===== config.mk =====
export PLATFORM = sky130hd
export DESIGN_NAME = reset_halt_strap
export DESIGN_NICKNAME = d
export VERILOG_FILES = /design/src/rtl/boot_strap_pkg.sv /design/src/rtl/mode_decoder.sv /design/src/rtl/reset_halt_strap.sv
export SDC_FILE = /design/constraint.sdc
export NUM_CORES = 1
export LEC_CHECK = 0
export ABC_AREA = 1
export BUFFER_PORTS_ARGS = -buffer_cell sky130_fd_sc_hd__buf_2
export CAP_MARGIN = 30
export CORE_ASPECT_RATIO = 1.1
export CORE_MARGIN = 4
export CORE_UTILIZATION = 44
export CTS_CLUSTER_SIZE = 12
export DETAILED_ROUTE_END_ITERATION = 10
export GPL_TIMING_DRIVEN = 0
export PLACE_DENSITY = 0.79
export SYNTH_ARGS = -nofsm -noshare
export SYNTH_HDL_FRONTEND = slang
export SYNTH_HIERARCHICAL = 1
export SYNTH_SLANG_ARGS = --single-unit

===== constraint.sdc =====
create_clock -name clk -period 2.01 [get_ports clk]
set_input_delay 0.1005 -clock clk [delete_from_list [all_inputs] [get_ports clk]]
set_output_delay 0.1005 -clock clk [all_outputs]
set_load 0.1 [all_outputs]

===== src/rtl/boot_strap_pkg.sv =====
package boot_strap_pkg;

	// ==========================================================
	// Register map (byte addresses, one aligned word each)
	localparam logic [11:0] switch_control_off  = 12'h000;
	localparam logic [11:0] strap_status_off    = 12'h004;
	localparam logic [11:0] boot_status_off     = 12'h008;

	// ==========================================================
	// Field positions
	localparam int halt_bit          = 0;
	localparam int refclk_bit        = 0;
	localparam int port_clk_lsb      = 1;
	localparam int op_mode_lsb       = 4;
	localparam int state_lsb         = 0;
	localparam int eeprom_bit        = 4;
	localparam int multi_bit         = 5;
	localparam int detach_bit        = 6;
	localparam int reserved_bit      = 7;
	localparam int jump_lsb          = 8;
	localparam int low_latency_bit   = 10;

	// ==========================================================
	// Reset values and codes
	localparam logic [31:0] switch_control_rst = 32'h0000_0000;
	localparam logic [31:0] unmapped_read      = 32'h0000_0000;
	localparam logic        refclk_100mhz      = 1'b0;
	localparam logic        refclk_125mhz      = 1'b1;
	localparam int          refclk_100_khz     = 100000;
	localparam int          refclk_125_khz     = 125000;

	localparam logic [3:0] mode_single         = 4'h0;
	localparam logic [3:0] mode_single_eeprom  = 4'h1;
	localparam logic [3:0] mode_single_jump0   = 4'h2;
	localparam logic [3:0] mode_single_jump1   = 4'h3;
	localparam logic [3:0] mode_reserved_lo    = 4'h4;
	localparam logic [3:0] mode_reserved_hi    = 4'h7;
	localparam logic [3:0] mode_single_ll      = 4'h8;
	localparam logic [3:0] mode_single_ll_ee   = 4'h9;
	localparam logic [3:0] mode_multi_unatt    = 4'ha;
	localparam logic [3:0] mode_multi_unatt_ee = 4'hb;
	localparam logic [3:0] mode_multi_dis      = 4'hc;
	localparam logic [3:0] mode_multi_dis_ee   = 4'hd;

	// ==========================================================
	// Types
	typedef enum logic [1:0] {
		st_reset  = 2'b00,
		st_capture = 2'b01,
		st_halt   = 2'b11,
		st_run    = 2'b10
	} boot_state_e;

	typedef struct packed {
		logic [3:0] op_mode;
		logic [1:0] port_clk;
		logic       refclk_sel;
	} strap_s;

	typedef struct packed {
		logic       single_part;
		logic       multi_part;
		logic       eeprom_init;
		logic [1:0] jump;
		logic       detach_ports;
		logic       low_latency;
		logic       reserved;
	} mode_decode_s;

endpackage


===== src/rtl/mode_decoder.sv =====
`timescale 1ns/100ps

// ==========================================================
// Switch mode decoder
module mode_decoder (
	input  wire logic [3:0]                 op_mode,
	output      boot_strap_pkg::mode_decode_s dec
);

	always_comb begin
		dec = '0;
		case (op_mode)
			boot_strap_pkg::mode_single: begin
				dec.single_part = 1'b1;
			end
			boot_strap_pkg::mode_single_eeprom: begin
				dec.single_part = 1'b1;
				dec.eeprom_init = 1'b1;
			end
			boot_strap_pkg::mode_single_jump0: begin
				dec.single_part = 1'b1;
				dec.eeprom_init = 1'b1;
				dec.jump        = 2'h1;
			end
			boot_strap_pkg::mode_single_jump1: begin
				dec.single_part = 1'b1;
				dec.eeprom_init = 1'b1;
				dec.jump        = 2'h2;
			end
			boot_strap_pkg::mode_single_ll: begin
				dec.single_part = 1'b1;
				dec.low_latency = 1'b1;
			end
			boot_strap_pkg::mode_single_ll_ee: begin
				dec.single_part = 1'b1;
				dec.low_latency = 1'b1;
				dec.eeprom_init = 1'b1;
			end
			boot_strap_pkg::mode_multi_unatt: begin
				dec.multi_part = 1'b1;
			end
			boot_strap_pkg::mode_multi_unatt_ee: begin
				dec.multi_part  = 1'b1;
				dec.eeprom_init = 1'b1;
			end
			boot_strap_pkg::mode_multi_dis: begin
				dec.multi_part   = 1'b1;
				dec.detach_ports = 1'b1;
			end
			boot_strap_pkg::mode_multi_dis_ee: begin
				dec.multi_part   = 1'b1;
				dec.detach_ports = 1'b1;
				dec.eeprom_init  = 1'b1;
			end
			default: begin
				// Reserved codes enable no mode; status shows them so software can catch a bad strap.
				dec.reserved = 1'b1;
			end
		endcase
	end

endmodule


===== src/rtl/reset_halt_strap.sv =====
`timescale 1ns/100ps

// Notes on behaviour
// - Frequency select low means 100 MHz reference, high means 125 MHz.
// - Two-bit clock mode strap selects the port clocking mode.
// - While fundamental reset is asserted, all internal logic is held in reset.
// - Hold request seen during reset leaves device halted with SMBus kept alive.
// - While halted, register reads and writes are accepted.
// - Clearing the halt bit ends the halt and starts normal operation.
// - Code 0x0 single partition; 0x1 single partition after EEPROM load.
// - Code 0x2 uses EEPROM jump-0, code 0x3 uses jump-1.
// - Multi-partition modes with unattached or disabled ports, with or without EEPROM.
module reset_halt_strap (
	input  wire logic        clk,
	input  wire logic        reset,
	input  wire logic        fundamental_reset_n,
	input  wire logic        reset_hold_request,
	input  wire logic [1:0]  port_clocking_strap,
	input  wire logic        refclk_freq_select,
	input  wire logic [3:0]  operating_mode_strap,
	input  wire logic        psel,
	input  wire logic        penable,
	input  wire logic        pwrite,
	input  wire logic [11:0] paddr,
	input  wire logic [31:0] pwdata,
	output      logic [31:0] prdata,
	output      logic        pready,
	output      logic        pslverr,
	output      logic        logic_reset,
	output      logic        smbus_enable,
	output      logic        switch_run,
	output      logic [1:0]  port_clock_mode,
	output      logic        refclk_is_125,
	output      logic [17:0] refclk_khz,
	output      logic [3:0]  switch_mode,
	output      boot_strap_pkg::mode_decode_s mode_flags
);

	// ==========================================================
	// Pin synchronisers
	// Straps are static, so a two-stage sync per bit is enough; no bus-skew hazard once stable.
	localparam int sync_w = 9;

	logic [sync_w-1:0] pin_meta_r;
	logic [sync_w-1:0] pin_sync_r;
	logic [sync_w-1:0] pin_raw;

	assign pin_raw = {fundamental_reset_n, reset_hold_request, port_clocking_strap,
		refclk_freq_select, operating_mode_strap};

	always_ff @(posedge clk or posedge reset) begin
		if (reset) begin
			pin_meta_r <= '0;
			pin_sync_r <= '0;
		end else begin
			pin_meta_r <= pin_raw;
			pin_sync_r <= pin_meta_r;
		end
	end

	logic                   perst_n_s;
	logic                   hold_req_s;
	boot_strap_pkg::strap_s strap_s_now;

	assign perst_n_s           = pin_sync_r[8];
	assign hold_req_s          = pin_sync_r[7];
	assign strap_s_now = '{op_mode: pin_sync_r[3:0], port_clk: pin_sync_r[6:5], refclk_sel: pin_sync_r[4]};

	// ==========================================================
	// Boot sequencer
	boot_strap_pkg::boot_state_e state_r;
	boot_strap_pkg::boot_state_e state_nxt;
	logic                        halt_r;
	logic                        hold_seen_r;
	boot_strap_pkg::strap_s      strap_r;
	logic                        halt_clear;
	boot_strap_pkg::mode_decode_s mode_dec;

	always_comb begin
		state_nxt = state_r;
		case (state_r)
			boot_strap_pkg::st_reset: begin
				if (perst_n_s) begin
					state_nxt = boot_strap_pkg::st_capture;
				end
			end
			boot_strap_pkg::st_capture: begin
				if (hold_seen_r) begin
					state_nxt = boot_strap_pkg::st_halt;
				end else begin
					state_nxt = boot_strap_pkg::st_run;
				end
			end
			boot_strap_pkg::st_halt: begin
				if (!halt_r) begin
					state_nxt = boot_strap_pkg::st_run;
				end
			end
			default: begin
				state_nxt = boot_strap_pkg::st_run;
			end
		endcase
		if (!perst_n_s) begin
			state_nxt = boot_strap_pkg::st_reset;
		end
	end

	always_ff @(posedge clk or posedge reset) begin
		if (reset) begin
			state_r <= boot_strap_pkg::st_reset;
		end else begin
			state_r <= state_nxt;
		end
	end

	// Hold request is latched any time during the reset sequence, not only at its release edge.
	always_ff @(posedge clk or posedge reset) begin
		if (reset) begin
			hold_seen_r <= 1'b0;
		end else if (state_r == boot_strap_pkg::st_reset) begin
			if (!perst_n_s && hold_req_s) begin
				hold_seen_r <= 1'b1;
			end else if (!perst_n_s) begin
				hold_seen_r <= hold_seen_r;
			end else begin
				hold_seen_r <= hold_seen_r | hold_req_s;
			end
		end else if (state_r == boot_strap_pkg::st_run) begin
			hold_seen_r <= 1'b0;
		end
	end

	// Straps sampled once at release; later pin changes are ignored.
	always_ff @(posedge clk or posedge reset) begin
		if (reset) begin
			strap_r <= '0;
		end else if (state_r == boot_strap_pkg::st_reset && perst_n_s) begin
			strap_r <= strap_s_now;
		end
	end

	// ==========================================================
	// APB slave
	// One wait state: pready rises one cycle after penable. The bus is served in halt and run
	// but not during fundamental reset, when a request is answered with an error.
	logic apb_access;
	logic apb_live;
	logic [31:0] rd_word;

	assign apb_access = psel && penable && !pready;
	assign apb_live   = state_r != boot_strap_pkg::st_reset;
	assign halt_clear = apb_access && apb_live && pwrite && paddr == boot_strap_pkg::switch_control_off
		&& !pwdata[boot_strap_pkg::halt_bit];

	always_ff @(posedge clk or posedge reset) begin
		if (reset) begin
			halt_r <= 1'b0;
		end else if (state_r == boot_strap_pkg::st_reset) begin
			halt_r <= 1'b1;
		end else if (state_r == boot_strap_pkg::st_capture) begin
			halt_r <= hold_seen_r;
		end else if (halt_clear) begin
			halt_r <= 1'b0;
		end
	end

	always_comb begin
		if (paddr == boot_strap_pkg::switch_control_off) begin
			rd_word = 32'h0000_0000;
			rd_word[boot_strap_pkg::halt_bit] = halt_r;
		end else if (paddr == boot_strap_pkg::strap_status_off) begin
			rd_word = 32'h0000_0000;
			rd_word[boot_strap_pkg::refclk_bit] = strap_r.refclk_sel;
			rd_word[boot_strap_pkg::port_clk_lsb +: 2] = strap_r.port_clk;
			rd_word[boot_strap_pkg::op_mode_lsb +: 4] = strap_r.op_mode;
		end else if (paddr == boot_strap_pkg::boot_status_off) begin
			rd_word = 32'h0000_0000;
			rd_word[boot_strap_pkg::state_lsb +: 2] = state_r;
			rd_word[boot_strap_pkg::eeprom_bit] = mode_dec.eeprom_init;
			rd_word[boot_strap_pkg::multi_bit] = mode_dec.multi_part;
			rd_word[boot_strap_pkg::detach_bit] = mode_dec.detach_ports;
			rd_word[boot_strap_pkg::reserved_bit] = mode_dec.reserved;
			rd_word[boot_strap_pkg::jump_lsb +: 2] = mode_dec.jump;
			rd_word[boot_strap_pkg::low_latency_bit] = mode_dec.low_latency;
		end else begin
			rd_word = boot_strap_pkg::unmapped_read;
		end
	end

	always_ff @(posedge clk or posedge reset) begin
		if (reset) begin
			pready  <= 1'b0;
			pslverr <= 1'b0;
			prdata  <= boot_strap_pkg::switch_control_rst;
		end else begin
			pready  <= apb_access;
			pslverr <= apb_access && (!apb_live || paddr[1:0] != 2'b00
				|| (paddr != boot_strap_pkg::switch_control_off && paddr != boot_strap_pkg::strap_status_off
				&& paddr != boot_strap_pkg::boot_status_off));
			prdata  <= (apb_access && !pwrite && apb_live) ? rd_word : 32'h0000_0000;
		end
	end

	// ==========================================================
	// Mode decode and outputs
	mode_decoder u_mode_decoder (
		.op_mode (strap_r.op_mode),
		.dec     (mode_dec)
	);

	always_ff @(posedge clk or posedge reset) begin
		if (reset) begin
			logic_reset     <= 1'b1;
			smbus_enable    <= 1'b0;
			switch_run      <= 1'b0;
			port_clock_mode <= 2'b00;
			refclk_is_125   <= 1'b0;
			refclk_khz      <= 18'(boot_strap_pkg::refclk_100_khz);
			switch_mode     <= 4'h0;
			mode_flags      <= '0;
		end else begin
			logic_reset     <= state_nxt != boot_strap_pkg::st_run;
			smbus_enable    <= state_nxt != boot_strap_pkg::st_reset;
			switch_run      <= state_nxt == boot_strap_pkg::st_run;
			port_clock_mode <= strap_r.port_clk;
			refclk_is_125   <= strap_r.refclk_sel == boot_strap_pkg::refclk_125mhz;
			refclk_khz      <= (strap_r.refclk_sel == boot_strap_pkg::refclk_100mhz)
				? 18'(boot_strap_pkg::refclk_100_khz) : 18'(boot_strap_pkg::refclk_125_khz);
			switch_mode     <= strap_r.op_mode;
			mode_flags      <= mode_dec;
		end
	end

endmodule


# After elaboration in Yosys (flattened, before gate mapping)
# Index checks and enable logic that the tools add are counted.
[op_classes]
eq_ne = 19
muxes = 23
bitwise_logic = 1
n_reduce_logical = 36
[op_table]
columns = ["op", "count"]
rows = [
  ["$mux W11", 3],
  ["$mux W32", 1],
  ["$eq A4 B4 Y1 const B", 6],
  ["$mux W15", 1],
  ["$mux W1", 14],
  ["$logic_and A1 B1 Y1", 13],
  ["$eq A12 B3 Y1 const B", 1],
  ["$eq A12 B4 Y1 const B", 1],
  ["$logic_not A12 Y1", 1],
  ["$ne A12 B3 Y1 const B", 1],
  ["$ne A12 B4 Y1 const B", 1],
  ["$reduce_bool A12 Y1", 1],
  ["$reduce_or A6 Y1", 2],
  ["$reduce_or A10 Y1", 1],
  ["$eq A4 B2 Y1 const B", 2],
  ["$reduce_bool A2 Y1", 4],
  ["$eq A2 B2 Y1 const B", 3],
  ["$pmux W2 S3", 1],
  ["$logic_not A1 Y1", 5],
  ["$eq A4 B1 Y1 const B", 1],
  ["$logic_not A4 Y1", 1],
  ["$mux W2", 2],
  ["$pmux W2 S2", 1],
  ["$reduce_or A2 Y1", 2],
  ["other kinds (9)", 10],
]
[word_totals]
ff_bits = 97
in_bits = 58

# Logic depth before layout (Yosys ltp)
[logic_depth]
depth_word = 9
depth_mapped = 8
ltp_nobuf = 8

# Modules after synthesis
# Netlist, hierarchy kept.
[by_module_without_submodules]
columns = ["mod", "instances", "cells_per_inst", "area_per_inst_um2", "seq_area_each_um2"]
rows = [
  ["reset_halt_strap", 1, 199, 2329.7, 1503.9],
  ["mode_decoder", 1, 17, 72.6, 0.0],
]

# Worst setup path after synthesis
# Ideal clock, no wire load.
[synth_path]
path_kind = "register to output"
startpoint = "register, netlist name refclk_khz[13]"
endpoint = "output refclk_khz[11]"
arrival_time_ns = 1.390
required_time_ns = 1.910
slack_ns = 0.519
stages_incl_launch_ff = 2
path_cell_list = "dfrtp_1 > buf_4"
[synth_rtl]
columns = ["element", "line", "rtl"]
rows = [
  ["end, declared", "reset_halt_strap.sv:34", "output logic [17:0] refclk_khz,"],
]

==> flow_summary.yaml <==
die:
  start_util_pct: 46.78
  ioPinCount: 128
  die_h_microns: 85.50
  die_w_microns: 78.45
  rows: 27
  core_region_area_sq_um: 5135
  die-area_sq_um: 6707
final_layout:
  nets: 390
  multi_input_area_sq_um: 619.3
  ff_latch_area_sq_um: 1504
  area_growth_pct: 35.00
  n_antenna_cell: 0
  post-route-util_pct: 63.16
  fillers: 436
  drive_above_1_share_pct: 44.51
logic_synthesis:
  synthTopCellsByCount: "58 x dfrtp_1, 39 x buf_4, 28 x nand2_1, 18 x nor2_1, 16 x inv_1"
  ys_seq_area_share_pct: 62.60
  synth-compound-area-share_pct: 3.281
  synthDistinctLibCells: 26
  synth_ff_type: "dfrtp_1"
  yosys-top-cells-area: "dfrtp_1 60%, buf_4 12%, nand2_1 4.4%, nor2_1 2.8%, mux2_2 2.8%"
  avgSynthCellArea_sq_um: 11.12
  ys_seq_elements: 60
  synth_warnings: 6
  synth_top_family_by_area: "buffers and inverters"
  synth_area_sq_um: 2402
  synth_most_common_cell: "dfrtp_1"
  synth-simple-area-share_pct: 14.84
  synth_edf_count: 0
  synthMuxAreaShare_pct: 2.812
  async_flop_share_pct: 100.0
  synth.top_cell.area_share_pct: 60.42
  synthAdderAreaFrac_pct: 0
  synth_xor_area_share_pct: 0
  syn_inst: 216
  synth_area_leader_cell: "dfrtp_1"
hold_path:
  hp-start: "penable"
  hold_path_depth: 3
  hp-class: "in2reg"
  hold_end: "pready$_DFF_PP0_"
sta:
  rsz0062_at_grt: "no"
  post-route-min-period_ps: 1497
  worst_pin_slew_ps: 611.9
  finClkSkew_ps: 6.737
  fmax_ghz: 0.6679
  hold_viol: 0
  slew_viol_final: 0
  relSlewSlack_pct: 59.15
  finalSetupViolations: 0
  hold_slack_ps: 36.77
  finalCritPeriodShare_pct: 74.49
pwr:
  leakage_nw: 1.739
  power_density_nw_per_um2: 1323
  peakVddDrop_v: 0.0007350
drt:
  ant_nets: 0
  post_drt_wl_per_cell_microns: 10.60
  drcViolationCount: 0
  via_per_inst: 4.098
  vias: 1676
  totalWireLength_microns: 4336
  dr.pass1.iters: 4
  first_iter_violations: 90
setup_path:
  end_kind: "output port"
  cp_slowest_stage_delay_ps: 550
  rrSetupSlack_ps: 800
  r2r-end: "strap_r[6]$_DFFE_PP0P_"
  path_cells: "buf_4 -> buf_2"
  slowest_stage: "dfstp_2"
  rr_startpoint: "state_r[1]$_DFF_PP0_"
  crit_path_start_kind: "flip-flop"
  arrival_ps: 1400
  cp.required_ps: 1910
  crit_type: "reg2out"
  reg2reg_depth: 3
  critical_path_peak_fanout: 4
clock_network:
  post_cts_buffers: 0
  htreeDepth: 3
  clock_latency_ps: 330
  cts_sinks: 60
  numCtsBuffers: 9
  clk_transition_reported_paths_ps: 60
  cts_tree: "yes"
  cts_root_buffer: "clkbuf_8"
  clockBufferDepth: 2
grt:
  grt_max_degree: 33
  grt-ovfl-total: 0
  grt_pass1_wl_microns: 7024
  grt_pass1_vias: 1580
  grt.total_usage_pct: 13.73
  antenna_found_initial: 0
outcome:
  status: "completed"
place:
  gp_congestion: 0.8290
  portBuffers: 65
  dp_hpwl_microns: 3352
job:
  drv_cap: 0
placed cells by master (no fill, tap or decap):
cell type	synthesis	routed
a21oi_2	1	1
buf_4	39	39
inv_2	4	5
nand3_2	3	3
dlygate4sd3_1	0	10
a21boi_0	1	1
nor2_8	1	1
nor2_2	4	4
conb_1	2	31
o21ai_1	1	1
a21oi_1	9	9
inv_6	0	1
clkinv_2	1	1
inv_1	16	15
o21bai_1	1	1
nand4_1	2	2
mux2_2	6	6
nand2_1	28	28
dfrtp_1	58	58
nor2_4	2	2
buf_6	1	1
buf_12	0	1
nor2_1	18	18
clkinvlp_4	0	3
o21ai_0	1	1
buf_2	0	65
nand3_1	8	8
nand2_2	3	3
dfstp_2	2	2
clkbuf_1	1	1
nor3_1	3	3
clkbuf_8	0	12
timing repair:
item,CTS,global route
hold buffers,10,0
hold endpoints to repair,36,0
gates resized for setup,0,0
critical path: cells and delay by family, from the launching register on:
kind | cells | cell delay (ps)
buf+inv | 2 | 510
flops | 1 | 550
through the flow:
stage	setup TNS (ps)	power [mW]	instances	instance area, sq um	setup slack (ps)
after global placement	-9316	3.264	382	2927	-162.9
final	0	4.289	409	3243	512.8
after global routing	0	4.460	409	3243	444.9
after floorplan	0	3.048	245	2511	428.1
after detailed placement	0	3.300	383	2947	798.6
after CTS	0	4.336	409	3243	475.0
state kept, by name, summed over array words and instances (netlist names):
| name | count |
|---|---|
| halt_r | 1 |
| hold_seen_r | 1 |
| logic_reset | 1 |
| mode_flags | 8 |
| pin_meta_r | 9 |
| pin_sync_r | 9 |
| port_clock_mode | 2 |
| prdata | 10 |
| pready | 1 |
| pslverr | 1 |
| refclk_khz | 2 |
| smbus_enable | 1 |
| state_r | 2 |
| strap_r | 7 |
| switch_mode | 4 |
| switch_run | 1 |
cell families (layout without fill, tap and decap cells):
logic type      after synthesis  in the layout
flops                        60             60
simple gates                 72             72
other cells                   2             31
buf+inv                      62            154
compound gates               14             14
mux                           6              6
power by group:
group / total (mW) / switching [mW] / internal, mW
Sequential: 1.49 / 0.107 / 1.38
Combinational: 1.80 / 1.51 / 0.290
Clock: 1.00 / 0.451 / 0.551
final cells by class:
type                       instances  area share (%)
tap                               72           2.778
sequential                        60           46.37
clock buffer                      12           5.093
timing repair buffer              76           13.73
clock inverter                     4          0.9645
inverter                          21           2.469
multi-input combinational        123           19.10
buffer                            41           9.491
worst max path at each step:
stage,slack [ps],start,endpoint
global placement,-160,reset,pslverr$_DFF_PP0_
finish,510,refclk_khz[10]$_DFF_PP1_,refclk_khz[9]
global route,440,refclk_khz[10]$_DFF_PP1_,refclk_khz[9]
detailed placement,800,state_r[1]$_DFF_PP0_,strap_r[6]$_DFFE_PP0P_
floorplan,430,reset,halt_r$_DFFE_PP0P_
CTS,480,refclk_khz[10]$_DFF_PP1_,refclk_khz[9]
per-layer routing:
layer  vias up  track usage, %  wire (microns)  share of wire, %
met1       754           13.89            1621                37
met3        13           5.987             350               8.1
met4         0           9.221             121               2.8
met5         -               0               0                 0
met2        77           22.90            2242                52
li1        832               -               -                 -
(Power assumes the default switching activity.)
